[src/pkg/rwd_consts.svh]
`ifndef RWD_CONSTS_SVH
`define RWD_CONSTS_SVH

// timing
`define RWD_CLK_PERIOD_NS 10
`define RWD_RELEASE_NS 160
`define RWD_RELEASE_CYC ((`RWD_RELEASE_NS + `RWD_CLK_PERIOD_NS - 1) / `RWD_CLK_PERIOD_NS)

// register byte offsets
`define RWD_OFF_CTRL 12'h000
`define RWD_OFF_CAUSE 12'h004
`define RWD_OFF_MASK 12'h008
`define RWD_OFF_WAKE_EN 12'h00C
`define RWD_OFF_WAKE_FLAGS 12'h010
`define RWD_OFF_STATE 12'h014
`define RWD_OFF_UID0 12'h018
`define RWD_OFF_UID1 12'h01C
`define RWD_OFF_UID2 12'h020
`define RWD_OFF_RF 12'h040

// field positions
`define RWD_CTRL_SWRST 0
`define RWD_STATE_SECURE 7
`define RWD_STATE_SRAM 6
`define RWD_STATE_POWER 5
`define RWD_STATE_WAKERST 4

// reset values
`define RWD_MASK_RST 10'h000
`define RWD_WAKE_EN_RST 12'h000

// security
`define RWD_FLASH_CFG_ADDR 12'h40E
`define RWD_UNSEC_CODE 2'h2

`endif

[src/pkg/rwd_pkg.sv]
package rwd_pkg;

	// sources that arrive from outside the block
	typedef struct packed {
		logic low_voltage_detect;
		logic watchdog_timeout;
		logic stop_ack_error;
		logic lockup;
		logic debug_port_system_reset;
		logic debug;
	} rwd_ext_src_s;

	// every source, as seen by the distribution logic
	typedef struct packed {
		logic debug;
		logic debug_port_system_reset;
		logic lockup;
		logic software;
		logic stop_ack_error;
		logic watchdog_timeout;
		logic pin;
		logic wakeup;
		logic low_voltage_detect;
	} rwd_src_s;

	// one reset line per group or preserved register subset
	typedef struct packed {
		logic power_controller;
		logic power_thresholds;
		logic system_integration_unit;
		logic first_options_register;
		logic mode_controller;
		logic mode_registers;
		logic reset_control_unit;
		logic pin_filter_regs;
		logic low_leakage_wakeup_unit;
		logic rtc;
		logic low_power_timer;
		logic others;
	} rwd_grp_s;

	typedef enum logic [1:0] {
		LP_LEAKAGE_STOP = 2'h0,
		LP_DEEP_STOP3 = 2'h1,
		LP_DEEP_STOP1 = 2'h2,
		LP_DEEP_STOP0 = 2'h3
	} rwd_lp_mode_e;

	typedef enum logic [3:0] {
		ST_RUN = 4'h1,
		ST_LEAK_STOP = 4'h2,
		ST_DEEP_STOP = 4'h4,
		ST_DEEP_RECOV = 4'h8
	} rwd_state_e;

endpackage : rwd_pkg

[src/rtl/rwd_top.sv]
`timescale 1ns/1ns
`include "rwd_consts.svh"

module rwd_top #(
	parameter int WAKE_PINS = 8,
	parameter int WAKE_MODS = 4,
	parameter int UID_BITS = 80,
	parameter int RF_WORDS = 8
) (
	// clock and reset
	input wire logic clk,
	input wire logic rst,
	// apb slave
	input wire logic [11:0] paddr,
	input wire logic psel,
	input wire logic penable,
	input wire logic pwrite,
	input wire logic [31:0] pwdata,
	output logic [31:0] prdata,
	output logic pready,
	output logic pslverr,
	// reset sources
	input wire rwd_pkg::rwd_ext_src_s ext_src,
	// reset pin, open drain
	input wire logic reset_pin_n,
	output logic reset_pin_drive_n,
	output logic reset_pin_oe,
	// group resets
	output rwd_pkg::rwd_grp_s grp_rst,
	// low power and wakeup
	input wire logic lp_enter,
	input wire rwd_pkg::rwd_lp_mode_e lp_mode,
	input wire logic [WAKE_PINS-1:0] wake_pins,
	input wire logic [WAKE_MODS-1:0] wake_mods,
	output logic wake_req,
	output logic sram_retain,
	output logic periph_power,
	// security and identity
	input wire logic [7:0] flash_cfg_byte,
	input wire logic [UID_BITS-1:0] uid_fuses,
	input wire logic dbg_mem_req,
	output logic dbg_mem_grant,
	input wire logic boot_read_req,
	output logic boot_read_grant,
	input wire logic mass_erase_set,
	input wire logic mass_erase_done,
	output logic mass_erase_start,
	// interrupt
	output logic irq
);

	localparam int NGRP = $bits(rwd_pkg::rwd_grp_s);
	localparam int NSRC = $bits(rwd_pkg::rwd_src_s);
	localparam int NWK = WAKE_PINS + WAKE_MODS;
	localparam int REL = `RWD_RELEASE_CYC;
	localparam int CW = $clog2(REL + 1);
	localparam int RFW = (RF_WORDS > 1) ? $clog2(RF_WORDS) : 1;

	// group map per source
	function automatic rwd_pkg::rwd_grp_s grp_of(input rwd_pkg::rwd_src_s s);
		logic six;
		logic all;
		rwd_pkg::rwd_grp_s g;
		six = s.watchdog_timeout | s.stop_ack_error | s.software | s.lockup
			| s.debug_port_system_reset | s.debug;
		all = six | s.pin | s.wakeup | s.low_voltage_detect;
		g.power_controller = s.low_voltage_detect | s.pin | six;
		g.power_thresholds = 1'b0;
		g.system_integration_unit = all;
		g.first_options_register = s.low_voltage_detect;
		g.mode_controller = s.low_voltage_detect | s.pin | six;
		g.mode_registers = s.low_voltage_detect;
		g.reset_control_unit = all;
		g.pin_filter_regs = s.low_voltage_detect | s.pin | s.wakeup;
		g.low_leakage_wakeup_unit = s.low_voltage_detect | s.pin | six;
		g.rtc = 1'b0;
		g.low_power_timer = s.low_voltage_detect;
		g.others = all;
		return g;
	endfunction : grp_of

	// write-one-to-clear with set winning
	function automatic logic [31:0] sticky(input logic [31:0] cur, input logic [31:0] set,
		input logic [31:0] clr);
		return (cur & ~clr) | set;
	endfunction : sticky

	rwd_pkg::rwd_state_e st_ff;
	rwd_pkg::rwd_lp_mode_e mode_ff;
	rwd_pkg::rwd_src_s src;
	rwd_pkg::rwd_grp_s grp_hit;
	logic [NGRP:0] hit;
	logic [NGRP:0] act_ff;
	logic [CW-1:0] cnt_ff [NGRP+1];
	logic pin_src;
	logic wake_rst_ff;
	logic wake_by_pin_ff;
	logic swrst_ff;
	logic [NWK:0] flags_ff;
	logic [NWK-1:0] wake_en_ff;
	logic [NWK-1:0] wake_hit;
	logic detect;
	logic pin_wake;
	logic leak_wake;
	logic [9:0] cause_ff;
	logic [9:0] mask_ff;
	logic irq_ff;
	logic wake_req_ff;
	logic sram_retain_ff;
	logic periph_power_ff;
	logic load_ff;
	logic secure_ff;
	logic [UID_BITS-1:0] uid_ff;
	logic [95:0] uid_pad;
	logic [31:0] rf_ff [RF_WORDS];
	logic dbg_mem_grant_ff;
	logic boot_read_grant_ff;
	logic mass_erase_start_ff;
	logic pin_drive_n_ff;
	logic [31:0] prdata_ff;
	logic pready_ff;
	logic pslverr_ff;
	logic wr_go;
	logic rd_phase;
	logic rf_sel;
	logic [RFW-1:0] rf_idx;
	logic [31:0] rd_data;
	logic rd_err;

	assign wr_go = psel & penable & pwrite & pready_ff;
	assign rd_phase = psel & penable & ~pready_ff;
	assign rf_sel = (paddr >= `RWD_OFF_RF) && (paddr < `RWD_OFF_RF + 12'(4 * RF_WORDS))
		&& (paddr[1:0] == 2'h0);
	assign rf_idx = RFW'((paddr - `RWD_OFF_RF) >> 2);
	assign uid_pad = 96'(uid_ff);

	// pin low while we do not drive it; a pin that woke us from deep stop is not a pin reset
	assign pin_src = ~reset_pin_n & ~act_ff[NGRP] & (st_ff != rwd_pkg::ST_DEEP_STOP)
		& ~wake_rst_ff;

	always_comb begin
		src.low_voltage_detect = ext_src.low_voltage_detect;
		src.wakeup = wake_rst_ff;
		src.pin = pin_src;
		src.watchdog_timeout = ext_src.watchdog_timeout;
		src.stop_ack_error = ext_src.stop_ack_error;
		src.software = swrst_ff;
		src.lockup = ext_src.lockup;
		src.debug_port_system_reset = ext_src.debug_port_system_reset;
		src.debug = ext_src.debug;
	end

	assign grp_hit = grp_of(src);
	// pin driven on wake reset only after pin wake
	assign hit = {(src.low_voltage_detect | src.pin | src.watchdog_timeout | src.stop_ack_error
		| src.software | src.lockup | src.debug_port_system_reset | src.debug
		| (wake_rst_ff & wake_by_pin_ff)), NGRP'(grp_hit)};

	// one release stretch per line; bit NGRP drives the reset pin
	for (genvar g = 0; g <= NGRP; g++) begin : g_rel
		always_ff @(posedge clk) begin
			if (rst) begin
				act_ff[g] <= 1'b1;
				cnt_ff[g] <= '0;
			end else if (hit[g]) begin
				act_ff[g] <= 1'b1;
				cnt_ff[g] <= '0;
			end else if (act_ff[g]) begin
				if (cnt_ff[g] == CW'(REL - 1)) begin
					act_ff[g] <= 1'b0;
				end
				cnt_ff[g] <= cnt_ff[g] + CW'(1);
			end
		end
	end

	always_ff @(posedge clk) begin
		if (rst) begin
			pin_drive_n_ff <= 1'b0;
		end else begin
			pin_drive_n_ff <= 1'b0;
		end
	end

	// wakeup unit
	// pin and module wake sources
	assign wake_hit = {wake_mods, wake_pins} & wake_en_ff;
	// inputs ignored only in the run state
	assign detect = (st_ff != rwd_pkg::ST_RUN);
	assign pin_wake = (st_ff == rwd_pkg::ST_DEEP_STOP) & ~reset_pin_n;
	assign leak_wake = (st_ff == rwd_pkg::ST_LEAK_STOP) & (|wake_hit);

	always_ff @(posedge clk) begin
		if (rst) begin
			st_ff <= rwd_pkg::ST_RUN;
			mode_ff <= rwd_pkg::LP_LEAKAGE_STOP;
			wake_rst_ff <= 1'b0;
			wake_by_pin_ff <= 1'b0;
			wake_req_ff <= 1'b0;
		end else begin
			wake_rst_ff <= 1'b0;
			wake_req_ff <= 1'b0;
			case (st_ff)
				rwd_pkg::ST_RUN: begin
					if (lp_enter) begin
						mode_ff <= lp_mode;
						st_ff <= (lp_mode == rwd_pkg::LP_LEAKAGE_STOP) ?
							rwd_pkg::ST_LEAK_STOP : rwd_pkg::ST_DEEP_STOP;
					end
				end
				rwd_pkg::ST_LEAK_STOP: begin
					// disabled as soon as it wakes
					if (leak_wake) begin
						wake_req_ff <= 1'b1;
						st_ff <= rwd_pkg::ST_RUN;
					end
				end
				rwd_pkg::ST_DEEP_STOP: begin
					if ((|wake_hit) | pin_wake) begin
						wake_rst_ff <= 1'b1;
						wake_by_pin_ff <= pin_wake;
						st_ff <= rwd_pkg::ST_DEEP_RECOV;
					end
				end
				rwd_pkg::ST_DEEP_RECOV: begin
					// stays armed until all flags acknowledged
					if (flags_ff == '0) begin
						st_ff <= rwd_pkg::ST_RUN;
					end
				end
				default: begin
					st_ff <= rwd_pkg::ST_RUN;
				end
			endcase
		end
	end

	// wake flags, acknowledged by writing ones
	always_ff @(posedge clk) begin
		if (rst) begin
			flags_ff <= '0;
		end else begin
			flags_ff <= (NWK + 1)'(sticky(32'(flags_ff),
				32'({pin_wake, wake_hit & {NWK{detect}}}),
				(wr_go && paddr == `RWD_OFF_WAKE_FLAGS) ? pwdata : 32'h0000_0000));
		end
	end

	// power and retention for the stop modes
	always_ff @(posedge clk) begin
		if (rst) begin
			periph_power_ff <= 1'b1;
			sram_retain_ff <= 1'b1;
		end else begin
			periph_power_ff <= (st_ff != rwd_pkg::ST_DEEP_STOP);
			sram_retain_ff <= !((st_ff == rwd_pkg::ST_DEEP_STOP) &&
				(mode_ff == rwd_pkg::LP_DEEP_STOP1 || mode_ff == rwd_pkg::LP_DEEP_STOP0));
		end
	end

	// register file is cleared only by power-on
	always_ff @(posedge clk) begin
		if (rst) begin
			for (int i = 0; i < RF_WORDS; i++) begin
				rf_ff[i] <= 32'h0000_0000;
			end
		end else if (wr_go && rf_sel) begin
			rf_ff[rf_idx] <= pwdata;
		end
	end

	// identity and security captured once after power-on release
	always_ff @(posedge clk) begin
		if (rst) begin
			load_ff <= 1'b1;
			uid_ff <= '0;
			secure_ff <= 1'b1;
		end else begin
			load_ff <= 1'b0;
			if (load_ff) begin
				uid_ff <= uid_fuses;
				// secure unless the flash field says otherwise
				secure_ff <= (flash_cfg_byte[1:0] != `RWD_UNSEC_CODE);
			end else if (mass_erase_done) begin
				secure_ff <= 1'b0;
			end
		end
	end

	always_ff @(posedge clk) begin
		if (rst) begin
			dbg_mem_grant_ff <= 1'b0;
			boot_read_grant_ff <= 1'b0;
			mass_erase_start_ff <= 1'b0;
		end else begin
			// gate debug memory and boot reads
			dbg_mem_grant_ff <= dbg_mem_req & ~secure_ff & ~load_ff;
			boot_read_grant_ff <= boot_read_req & ~secure_ff & ~load_ff;
			mass_erase_start_ff <= mass_erase_set;
		end
	end

	// control, cause, mask and enables
	always_ff @(posedge clk) begin
		if (rst) begin
			swrst_ff <= 1'b0;
			mask_ff <= `RWD_MASK_RST;
			wake_en_ff <= NWK'(`RWD_WAKE_EN_RST);
		end else begin
			swrst_ff <= wr_go && (paddr == `RWD_OFF_CTRL) && pwdata[`RWD_CTRL_SWRST];
			if (wr_go && paddr == `RWD_OFF_MASK) begin
				mask_ff <= pwdata[9:0];
			end
			if (wr_go && paddr == `RWD_OFF_WAKE_EN) begin
				wake_en_ff <= pwdata[NWK-1:0];
			end
		end
	end

	always_ff @(posedge clk) begin
		if (rst) begin
			cause_ff <= '0;
			irq_ff <= 1'b0;
		end else begin
			cause_ff <= 10'(sticky(32'(cause_ff), 32'({leak_wake, NSRC'(src)}),
				(wr_go && paddr == `RWD_OFF_CAUSE) ? pwdata : 32'h0000_0000));
			irq_ff <= |(cause_ff & mask_ff);
		end
	end

	// read decode; unmapped addresses answer with an error
	always_comb begin
		rd_data = 32'h0000_0000;
		rd_err = 1'b0;
		if (rf_sel) begin
			rd_data = rf_ff[rf_idx];
		end else begin
			case (paddr)
				`RWD_OFF_CTRL: rd_data = 32'h0000_0000;
				`RWD_OFF_CAUSE: rd_data = 32'(cause_ff);
				`RWD_OFF_MASK: rd_data = 32'(mask_ff);
				`RWD_OFF_WAKE_EN: rd_data = 32'(wake_en_ff);
				`RWD_OFF_WAKE_FLAGS: rd_data = 32'(flags_ff);
				`RWD_OFF_STATE: begin
					rd_data[3:0] = st_ff;
					rd_data[`RWD_STATE_WAKERST] = wake_by_pin_ff;
					rd_data[`RWD_STATE_POWER] = periph_power_ff;
					rd_data[`RWD_STATE_SRAM] = sram_retain_ff;
					rd_data[`RWD_STATE_SECURE] = secure_ff;
				end
				`RWD_OFF_UID0: rd_data = uid_pad[31:0];
				`RWD_OFF_UID1: rd_data = uid_pad[63:32];
				`RWD_OFF_UID2: rd_data = uid_pad[95:64];
				default: rd_err = 1'b1;
			endcase
		end
	end

	// one wait state keeps read data a clean flop output
	always_ff @(posedge clk) begin
		if (rst) begin
			pready_ff <= 1'b0;
			prdata_ff <= 32'h0000_0000;
			pslverr_ff <= 1'b0;
		end else begin
			pready_ff <= rd_phase;
			if (rd_phase) begin
				prdata_ff <= pwrite ? 32'h0000_0000 : rd_data;
				pslverr_ff <= rd_err;
			end else begin
				pslverr_ff <= 1'b0;
			end
		end
	end

	assign prdata = prdata_ff;
	assign pready = pready_ff;
	assign pslverr = pslverr_ff;
	assign reset_pin_drive_n = pin_drive_n_ff;
	assign reset_pin_oe = act_ff[NGRP];
	assign grp_rst = rwd_pkg::rwd_grp_s'(act_ff[NGRP-1:0]);
	assign wake_req = wake_req_ff;
	assign sram_retain = sram_retain_ff;
	assign periph_power = periph_power_ff;
	assign dbg_mem_grant = dbg_mem_grant_ff;
	assign boot_read_grant = boot_read_grant_ff;
	assign mass_erase_start = mass_erase_start_ff;
	assign irq = irq_ff;

endmodule : rwd_top

[config.mk]
export PLATFORM = sky130hd
export DESIGN_NAME = rwd_top
export DESIGN_NICKNAME = d
export VERILOG_FILES = /design/src/pkg/rwd_pkg.sv /design/src/rtl/rwd_top.sv
export VERILOG_INCLUDE_DIRS = /design/src /design/src/pkg
export SDC_FILE = /design/constraint.sdc
export NUM_CORES = 1
export LEC_CHECK = 0
export ABC_CLOCK_PERIOD_IN_PS = 13200
export BUFFER_PORTS_ARGS = -buffer_cell sky130_fd_sc_hd__buf_2
export CAP_MARGIN = 15
export CORE_MARGIN = 4
export CORE_UTILIZATION = 35
export DETAILED_ROUTE_END_ITERATION = 8
export PLACE_DENSITY = 0.48
export REMOVE_ABC_BUFFERS = 1
export SLEW_MARGIN = 20
export SYNTH_ARGS = -nofsm -noshare
export SYNTH_HDL_FRONTEND = slang
export SYNTH_SLANG_ARGS = --single-unit
[constraint.sdc]
create_clock -name clk -period 13.2 [get_ports clk]
set_clock_uncertainty 0.2 [all_clocks]
set_input_delay 0.66 -clock clk [delete_from_list [all_inputs] [get_ports clk]]
set_output_delay 0.66 -clock clk [all_outputs]
set_load 0.01 [all_outputs]
==> results of run 1 <==
==> registers in the layout, summed over array words and instances, names as in the netlist, 4 cells and up <==
register,cells
st_ff,4
uid_ff,80
grp_rst,12
flags_ff,13
cnt_ff,65
mask_ff,10
prdata,32
wake_en_ff,12
rf_ff,256
cause_ff,10
==> metrics by stage <==
stage | instance area (um2) | util (%) | power [mW] | worst slack [ns] | instances
floorplan | 22100 | - | 1.91 | 7.85 | 1764
global placement | 24600 | 38.7 | 2.05 | 8.78 | 2850
detailed placement | 24600 | 38.7 | 2.05 | 8.75 | 2850
CTS | 26600 | 41.8 | 3.69 | 9.40 | 2963
global route | 26600 | 41.8 | 3.78 | 9.22 | 2965
finish | 26600 | 41.8 | 3.64 | 9.38 | 2965
==> area by class of cell <==
class | count | area (um2) | area share, %
well taps | 846 | 1060 | 3.99
repair buffers | 241 | 1300 | 4.89
clock inverters | 36 | 298 | 1.12
inverters | 40 | 150 | 0.565
diodes | 2 | 5.00 | 0.0188
clock buffers | 76 | 1630 | 6.15
multi-input cells | 1214 | 8690 | 32.7
flip-flops and latches | 510 | 13400 | 50.6
==> cell usage after synthesis, types with 19 or more instances <==
library cell | number | area [um2]
inv_1 | 35 | 131
a21oi_1 | 33 | 165
clkbuf_1 | 82 | 308
edfxtp_1 | 321 | 9640
buf_1 | 21 | 78.8
o21ai_0 | 65 | 325
nor2_1 | 248 | 931
mux2i_1 | 123 | 1230
nand3_1 | 50 | 250
mux4_2 | 59 | 1330
and2_1 | 221 | 1380
nor3_1 | 37 | 185
and3_1 | 32 | 200
nand2_1 | 92 | 345
dfxtp_1 | 189 | 3780
a221oi_1 | 29 | 254
ha_1 | 26 | 325
nor4_1 | 19 | 119
==> kinds of logic after synthesis <==
logic type | after synthesis | share of synthesized area [%]
flip-flops | 510 | 59.3
buffers and inverters | 162 | 2.92
multiplexers | 193 | 11.9
AND/OR/NAND/NOR | 761 | 17.3
AO/OA/AOI/OAI | 207 | 6.13
other | 1 | 0.0166
XOR/XNOR | 26 | 1.01
adder cells (fa/ha/maj) | 26 | 1.44
==> placed cells by master, fill, tap and decap left out, types with 6 or more instances in the layout <==
cell	Yosys	final
clkbuf_1	82	10
buf_4	4	32
nand3_1	50	50
nor3_1	37	37
o21ai_4	0	6
xor2_1	13	13
o21ai_0	65	59
nand3b_1	6	6
mux2_2	11	11
xnor2_1	13	13
a32oi_1	6	6
buf_2	12	207
a22oi_1	8	8
mux4_2	59	59
clkinv_2	0	11
edfxtp_1	321	321
and2_1	221	221
a31oi_1	8	8
nor4_1	19	16
and3_1	32	32
inv_1	35	34
nand2_1	92	92
a221oi_1	29	29
ha_1	26	26
a21oi_1	33	33
dfxtp_1	189	188
nor2_1	248	248
nor2b_1	9	9
a32o_1	12	12
clkinv_1	5	17
clkbuf_16	0	61
o21ai_1	11	11
mux2i_1	123	123
==> worst max-delay path: cells and delay by family <==
family	cells	cell delay (ns)
simple gates	3	1.50
buf+inv	3	0.83
compound gates	1	0.86
==> final timing paths <==
check                start         endpoint
max               paddr[1]     rf_ff[5][15]
min          boot_read_req  boot_read_grant
max reg2reg         pready     rf_ff[5][15]
min reg2reg     mode_ff[1]      sram_retain
==> routing by layer <==
metal / routed length (um) / track usage, % / up-vias
met1: 30300 / 26.4 / 7666
met5: 30 / 0 / -
met2: 30900 / 30.4 / 459
met3: 4130 / 4.13 / 104
met4: 1330 / 4.29 / 4
li1: - / - / 7221
==> where the power goes <==
part / switching (mW) / internal, mW
logic: 0.158 / 0.0914
clock network: 0.675 / 0.951
registers: 0.0296 / 1.74
total: 0.862 / 2.78
==> reports/qor.yml, run 1 <==
finalHoldViolations: 0
synthArstFlopShare_pct: 0
ant_nets: 0
die-area_um2: 68800
cts_made_buffers: 59
wl_per_cell_um: 22.5
via_per_inst: 5.21
rows: 92
ff2ff_setup_slack_ns: 9.44
clock_latency_ns: 0.62
hp-class: "input pin to flip-flop"
floorplan.die.width_um: 262
syn_area_um2: 22600
post-cts-setup-buffers: 0
start_util_pct: 35.6
dpl.hpwl_mm: 43.8
place_congestion: 0.822
grt_pass1_wl_mm: 101
h-tree-depth: 2
worstMarginPinSlew_ns: 1.18
arrival_ns: 3.90
required_ns: 13.28
min_delay_path_depth: 2
grt_pass1_vias: 15700
maxSlewViolCount: 0
grt_setup_unrepaired: "false"
vdd_drop_max_v: 0.000105
final_nets: 2255
gr-usage-all-layers_pct: 18.9
boundaryPins: 218
crit_fanout: 27
p_per_area_nw_per_um2: 137
p_leak_nw: 10.4
fin_crit_sh_pct: 29.0
timing.fmax_ghz: 0.261
startpoint_type: "input pin"
drt-initial-drc-count: 1165
crit_path_end_kind: "flip-flop"
seq_area_frac_synth_pct: 59.3
grt_start_max_net_pins: 64
synth.distinct_cells: 70
synth_cells: 1886
period_minus_slack_ns: 3.82
drive_gt1_share_pct: 20.8
synth_edf_count: 321
setup-violations-final: 0
r2r.worst_path.cells: 6
grt_overflow: 0
cts_tree: "done"
critPathMaxStageDelay_ns: 0.86
core_area_um2: 63500
path_cells: "buf_2 > or4_4 > nor3_2 > buf_4 > nand3_2 > o21ai_4 > buf_4"
drc: 0
ctsResizeCount: 0
wirelength_mm: 66.6
io_buffers: 210
cts_buffer_depth: 3
tns_ns: 0
relSlewSlack_pct: 20.9
dr.pass1.iters: 5
area_growth_pct: 17.4
clk_pin_slew_ns: 0.06
critical_path_class: "input pin to flip-flop"
root_buffer: "clkbuf_16"
hold-worst-slack_ns: 0.0519
status: "finished clean"
crit_slowest_cell: "o21ai_4"
num_vias: 15500
fillers: 6079
die_h_um: 262
ctsHoldBuffers: 1
ys_warn_count: 0
post_synth.cell_area_avg_um2: 12.0
synth-seq-cells: 510
maxCapViolCount: 0
cp_common_cell: "buf_4"
synth_top_flop_cell: "edfxtp_1"
grt_antenna_before_repair: 7
cts_sinks: 510
Note: power is estimated with default switching activity, not from simulation.
==> inputs of run 2 (changes only) <==
ABC_CLOCK_PERIOD_IN_PS = 3100   (was 13200)
PLACE_DENSITY = 0.5   (was 0.48)
clock period = 3.1 ns   (was 13.2 ns; I/O delays follow)
==> reports/qor.yml, run 2 (same netlist as run 1, synthesis figures left out) <==
wl_per_cell_um: 21.0
utilization_pct: 45.0
pre_cts_ws_ns: 0.233
crit_path_end_kind: "flip-flop"
die-area_um2: 68800
hp-start: "psel"
num_vias: 16300
r2r.worst_path.cells: 7
final_common_cell: "edfxtp_1"
via_per_inst: 5.12
setup-violations-final: 0
drc: 0
core_area_um2: 63500
whs_endpoint: "prdata[24]"
r2r_start: "flags_ff[11]"
boundaryPins: 218
timing.rr.end: "st_ff[1]"
worstMarginPinSlew_ns: 0.729
maxCapViolCount: 0
crit_fanout: 15
wirelength_mm: 66.7
status: "finished clean"
grt_overflow: 0
floorplan.die.width_um: 262
cts_tree: "done"
die_h_um: 262
tns_ns: 0
ctsResizeCount: 0
placedCellCount: 2904
h-tree-depth: 2
area_growth_pct: 26.4
ctsHoldBuffers: 166
drive_gt1_share_pct: 20.6
root_buffer: "clkbuf_16"
largest_reg_flops: 256
clk_pin_slew_ns: 0.06
fin_crit_sh_pct: 93.8
largest-register: "rf_ff"
post-cts-setup-buffers: 0
p_per_area_nw_per_um2: 537
hp-class: "input pin to flip-flop"
cts_buffer_depth: 3
worst_slack_ns: 0.192
grt_pass1_wl_mm: 103
required_ns: 3.42
drt-initial-drc-count: 1166
period_minus_slack_ns: 2.91
ff2ff_setup_slack_ns: 0.22
p_leak_nw: 11.3
finalHoldViolations: 0
io_buffers: 210
instances_no_fill: 3178
grt_start_max_net_pins: 63
vdd_drop_max_v: 0.000386
rows: 92
maxSlewViolCount: 0
arrival_ns: 3.23
timing.fmax_ghz: 0.344
grt_setup_unrepaired: "false"
dr.pass1.iters: 5
top_regs: "rf_ff x256, uid_ff x80, cnt_ff x65"
dpl.hpwl_mm: 45.3
final_nets: 2471
grt_pass1_vias: 16800
ant_nets: 0
fillers: 5869
grt_antenna_before_repair: 7
critical_path_class: "input pin to flip-flop"
cts_sinks: 510
startpoint_type: "input pin"
relSlewSlack_pct: 51.4
gr-usage-all-layers_pct: 19.0
start_util_pct: 35.6
place_congestion: 0.868
mostFrequentLayoutCells: "321 x edfxtp_1, 248 x nor2_1, 221 x and2_1"
min_delay_path_depth: 6
cts_made_buffers: 56
clock_latency_ns: 0.61
## run 2: changes by cell type in the layout (fill, tap and decap cells not counted), sizes merged
cell and change:
clkinv -4, inv -4, bufinv -2, clkinvlp -3
dlygate4sd3 +165, diode +1, buf +54, clkbuf +6
## run 2: final cells by class
| class | count | area (um2) | area share, % |
|---|---|---|---|
| Antenna cell | 3 | 7.51 | 0.0263 |
| Clock buffer | 82 | 1650 | 5.78 |
| Clock inverter | 23 | 160 | 0.560 |
| Inverter | 40 | 150 | 0.525 |
| Multi-Input combinational cell | 1214 | 8670 | 30.3 |
| Sequential cell | 510 | 13400 | 47.0 |
| Tap cell | 846 | 1060 | 3.70 |
| Timing Repair Buffer | 460 | 3470 | 12.1 |
## run 2: critical path, cell delays in order
cell           delay [ns]
dlygate4sd3_1        0.53
buf_2                0.12
or4_4                0.55
dlygate4sd3_1        0.66
nor3_4               0.49
buf_4                0.24
buf_4                0.23
a221oi_1             0.08
o21ai_0              0.16
## run 2: power by group
group          leakage, nW  total [mW]  internal (mW)  switching [mW]
registers             5.01        7.52           7.39           0.127
clock network        0.889        6.56           3.84            2.72
logic                 5.43        1.27          0.560           0.710
total                 11.3        15.3           11.8            3.56
## run 2: worst max path at each step
stage,from,to,depth (start not counted)
floorplan,paddr[1],rf_ff[7][0],4
global placement,paddr[1],rf_ff[1][19],7
detailed placement,paddr[0],rf_ff[6][7],6
CTS,paddr[9],prdata[16],9
global route,paddr[9],prdata[19],9
finish,paddr[9],prdata[18],9
## run 2: stage by stage
step	hold slack (ns)	area, um2	total power [mW]
global route	0.0708	28600	15.9
detailed placement	0.160	25100	8.76
finish	0.0656	28600	15.3
CTS	0.00626	28600	15.5
floorplan	-0.0173	22100	8.15
global placement	0.161	25100	8.74
## run 2: layer usage
layer	GRT usage, %	routed length, um
met5	0	21
met4	4.70	1430
met3	3.14	3070
met2	30.8	31000
met1	26.8	31200
==> inputs of run 3 (changes only) <==
ABC_AREA = 1   (was not set)
CORE_MARGIN = not set   (was 4)
PLACE_DENSITY = 0.62   (was 0.5)
==> reports/qor.yml, run 3 <==
status: "finished clean"
worst_slack_ns: 0.0343
gr-usage-all-layers_pct: 20.2
synth_top_family_by_area: "simple AND/OR/NAND/NOR gates"
multi_input_area_um2: 7800
startpoint_type: "input pin"
synth_top_flop_cell: "edfxtp_1"
arrival_ns: 3.37
p_per_area_nw_per_um2: 544
synth-simple-area-share_pct: 26.3
crit_path_end_kind: "flip-flop"
grt_overflow: 0
vdd_drop_max_v: 0.000435
grt_antenna_before_repair: 2
grt_start_max_net_pins: 126
critPathMaxStageDelay_ns: 0.58
final-seq-area_um2: 13400
wl_per_cell_um: 17.7
grt_util_met1_pct: 26.1
r2r_start: "wake_en_ff[2]"
cts_buffer_depth: 3
seq_area_frac_synth_pct: 59.6
timing.rr.end: "st_ff[2]"
hp-start: "paddr[3]"
synth_top_area_cell: "edfxtp_1"
p_leak_nw: 11.8
wirelength_mm: 67.3
synth_top_area_share_pct: 42.8
root_buffer: "clkbuf_16"
ctsResizeCount: 0
required_ns: 3.41
rows: 92
die_h_um: 256
crit_slowest_cell: "dlygate4sd3_1"
netlist_top_cells_area: "edfxtp_1 43%, dfxtp_1 17%, nor2_1 14%, nand3_1 4.9%, nand2_1 4.6%"
relSlewSlack_pct: 39.0
grt_setup_unrepaired: "true"
final_nets: 3090
worstMarginPinSlew_ns: 0.914
grt_pass1_wl_mm: 104
hp-class: "input pin to flip-flop"
post_synth.cell_area_avg_um2: 8.80
r2r.worst_path.cells: 9
path_cells: "dlygate4sd3_1 > buf_2 > nand2_1 > dlygate4sd3_1 > inv_1 > nand3_1 > inv_1 > nand3_1 > o21ai_0 > a21oi_1 > dlygate4sd3_1"
die-area_um2: 65300
place_congestion: 0.863
clk_pin_slew_ns: 0.06
crit_fanout: 9
timing.fmax_ghz: 0.326
drc: 0
top_regs: "rf_ff x256, uid_ff x80, cnt_ff x65"
cts_sinks: 510
final_common_cell: "nor2_1"
h-tree-depth: 2
ys_top_cells_by_count: "817 x nor2_1, 321 x edfxtp_1, 274 x nand2_1"
clock_latency_ns: 0.62
grt_util_met2_pct: 33.6
whs_endpoint: "rf_ff[2][12]"
boundaryPins: 218
synth_compound_area_share_pct: 6.47
synth.most_common_cell: "nor2_1"
mostFrequentLayoutCells: "814 x nor2_1, 321 x edfxtp_1, 272 x nand2_1"
ant_nets: 0
floorplan.die.width_um: 256
grtUsageMet3_pct: 3.48
min_delay_path_depth: 5
tns_ns: 0
cp_top_family: "buffers and inverters"
core_area_um2: 63300
drt-initial-drc-count: 1452
syn_area_um2: 22500
grt_pass1_vias: 18000
drive_gt1_share_pct: 13.4
maxCapViolCount: 0
setup-violations-final: 0
crit_buf_inv: 6
cts_tree: "done"
synth_edf_count: 321
synthAdderAreaFrac_pct: 1.45
cp_common_cell: "dlygate4sd3_1"
critical_path_class: "input pin to flip-flop"
via_per_inst: 4.89
largest-register: "rf_ff"
fin_crit_sh_pct: 98.9
synth_cells: 2558
start_util_pct: 35.6
grt-busiest-layer: "met2"
synthMuxAreaShare_pct: 0
dpl.hpwl_mm: 41.2
yosys.area_share.xor_xnor_pct: 0.389
synthArstFlopShare_pct: 0
period_minus_slack_ns: 3.07
ff2ff_setup_slack_ns: 0.43
synth.distinct_cells: 38
fillers: 6156
finalHoldViolations: 0
io_buffers: 210
area_growth_pct: 23.8
cts_made_buffers: 54
largest_reg_flops: 256
pre_cts_ws_ns: 0.610
maxSlewViolCount: 0
num_vias: 18600
ys_warn_count: 0
synth-seq-cells: 510
dr.pass1.iters: 5
run 3: cell count changes in the layout (fill, tap and decap cells not counted), sizes merged, moves of 35 or more:
cell,before,now
nand2,92,286
mux4,59,0
inv,36,175
buf,294,259
nor2,254,824
nand3,51,221
and2,221,1
a21oi,33,88
mux2i,123,0
o21ai,76,142
run 3: area by class of cell:
class	count	area share, %
tap	846	3.80
clock inverter	22	0.826
inverter	186	2.51
sequential	510	48.2
antenna	2	0.0180
multi-input combinational	1726	28.0
timing repair buffer	423	11.2
clock buffer	79	5.44
run 3: report_power, final:
group	total, mW	internal (mW)	switching, mW	leakage, nW
Clock	6.45	3.73	2.72	0.840
Combinational	1.20	0.444	0.752	5.94
Sequential	7.51	7.41	0.101	5.01
Total	15.2	11.6	3.57	11.8
run 3: tightest hold or removal path, delay by kind of cell:
family | cells | cell delay [ns]
AND/OR/NAND/NOR | 3 | 0.26
buffers and inverters | 2 | 0.27
run 3: logic make-up after synthesis:
logic type | count (synthesis)
and+or+nand+nor | 1419
DFF | 510
buffers and inverters | 322
AOI/OAI and AO/OA | 270
adders and majority gates | 26
xor gates and xnor gates | 10
other | 1
run 3: timing repair:
item	4_1_cts	5_1_grt
endpoints found under the hold margin	406	0
hold buffers	164	0
setup buffers	0	0
setup endpoints to repair	0	12
run 3: stage by stage:
stage	std cells	instance area, um2	utilization, %	hold slack (ns)	total power [mW]
after global routing	3792	27900	44.0	0.0842	15.7
after global placement	3527	24500	38.7	0.161	8.66
after floorplan	2422	21900	-	-0.0173	8.20
after CTS	3792	27900	44.0	0.0209	15.2
final	3794	27900	44.0	0.0490	15.2
after detailed placement	3527	24500	38.7	0.167	8.67
run 3: worst max path at each step:
stage                   end  startpoint  depth (start not counted)  slack, ns
6_report        cause_ff[6]     penable                         11       0.03
5_1_grt        flags_ff[11]     penable                         11      -0.14
4_1_cts         cause_ff[9]    paddr[1]                         11       0.14
3_5_place_dp   rf_ff[7][16]    paddr[9]                          9       0.61
3_3_place_gp   rf_ff[2][20]    paddr[9]                          9       0.63
2_1_floorplan   rf_ff[0][0]         rst                          2      -0.34
run 3: per-layer routing:
metal / share of wire [%] / up-vias
li1: - / 9110
met1: 43 / 8736
met2: 47 / 571
met3: 6.3 / 150
met4: 4.1 / 0
met5: 0 / -
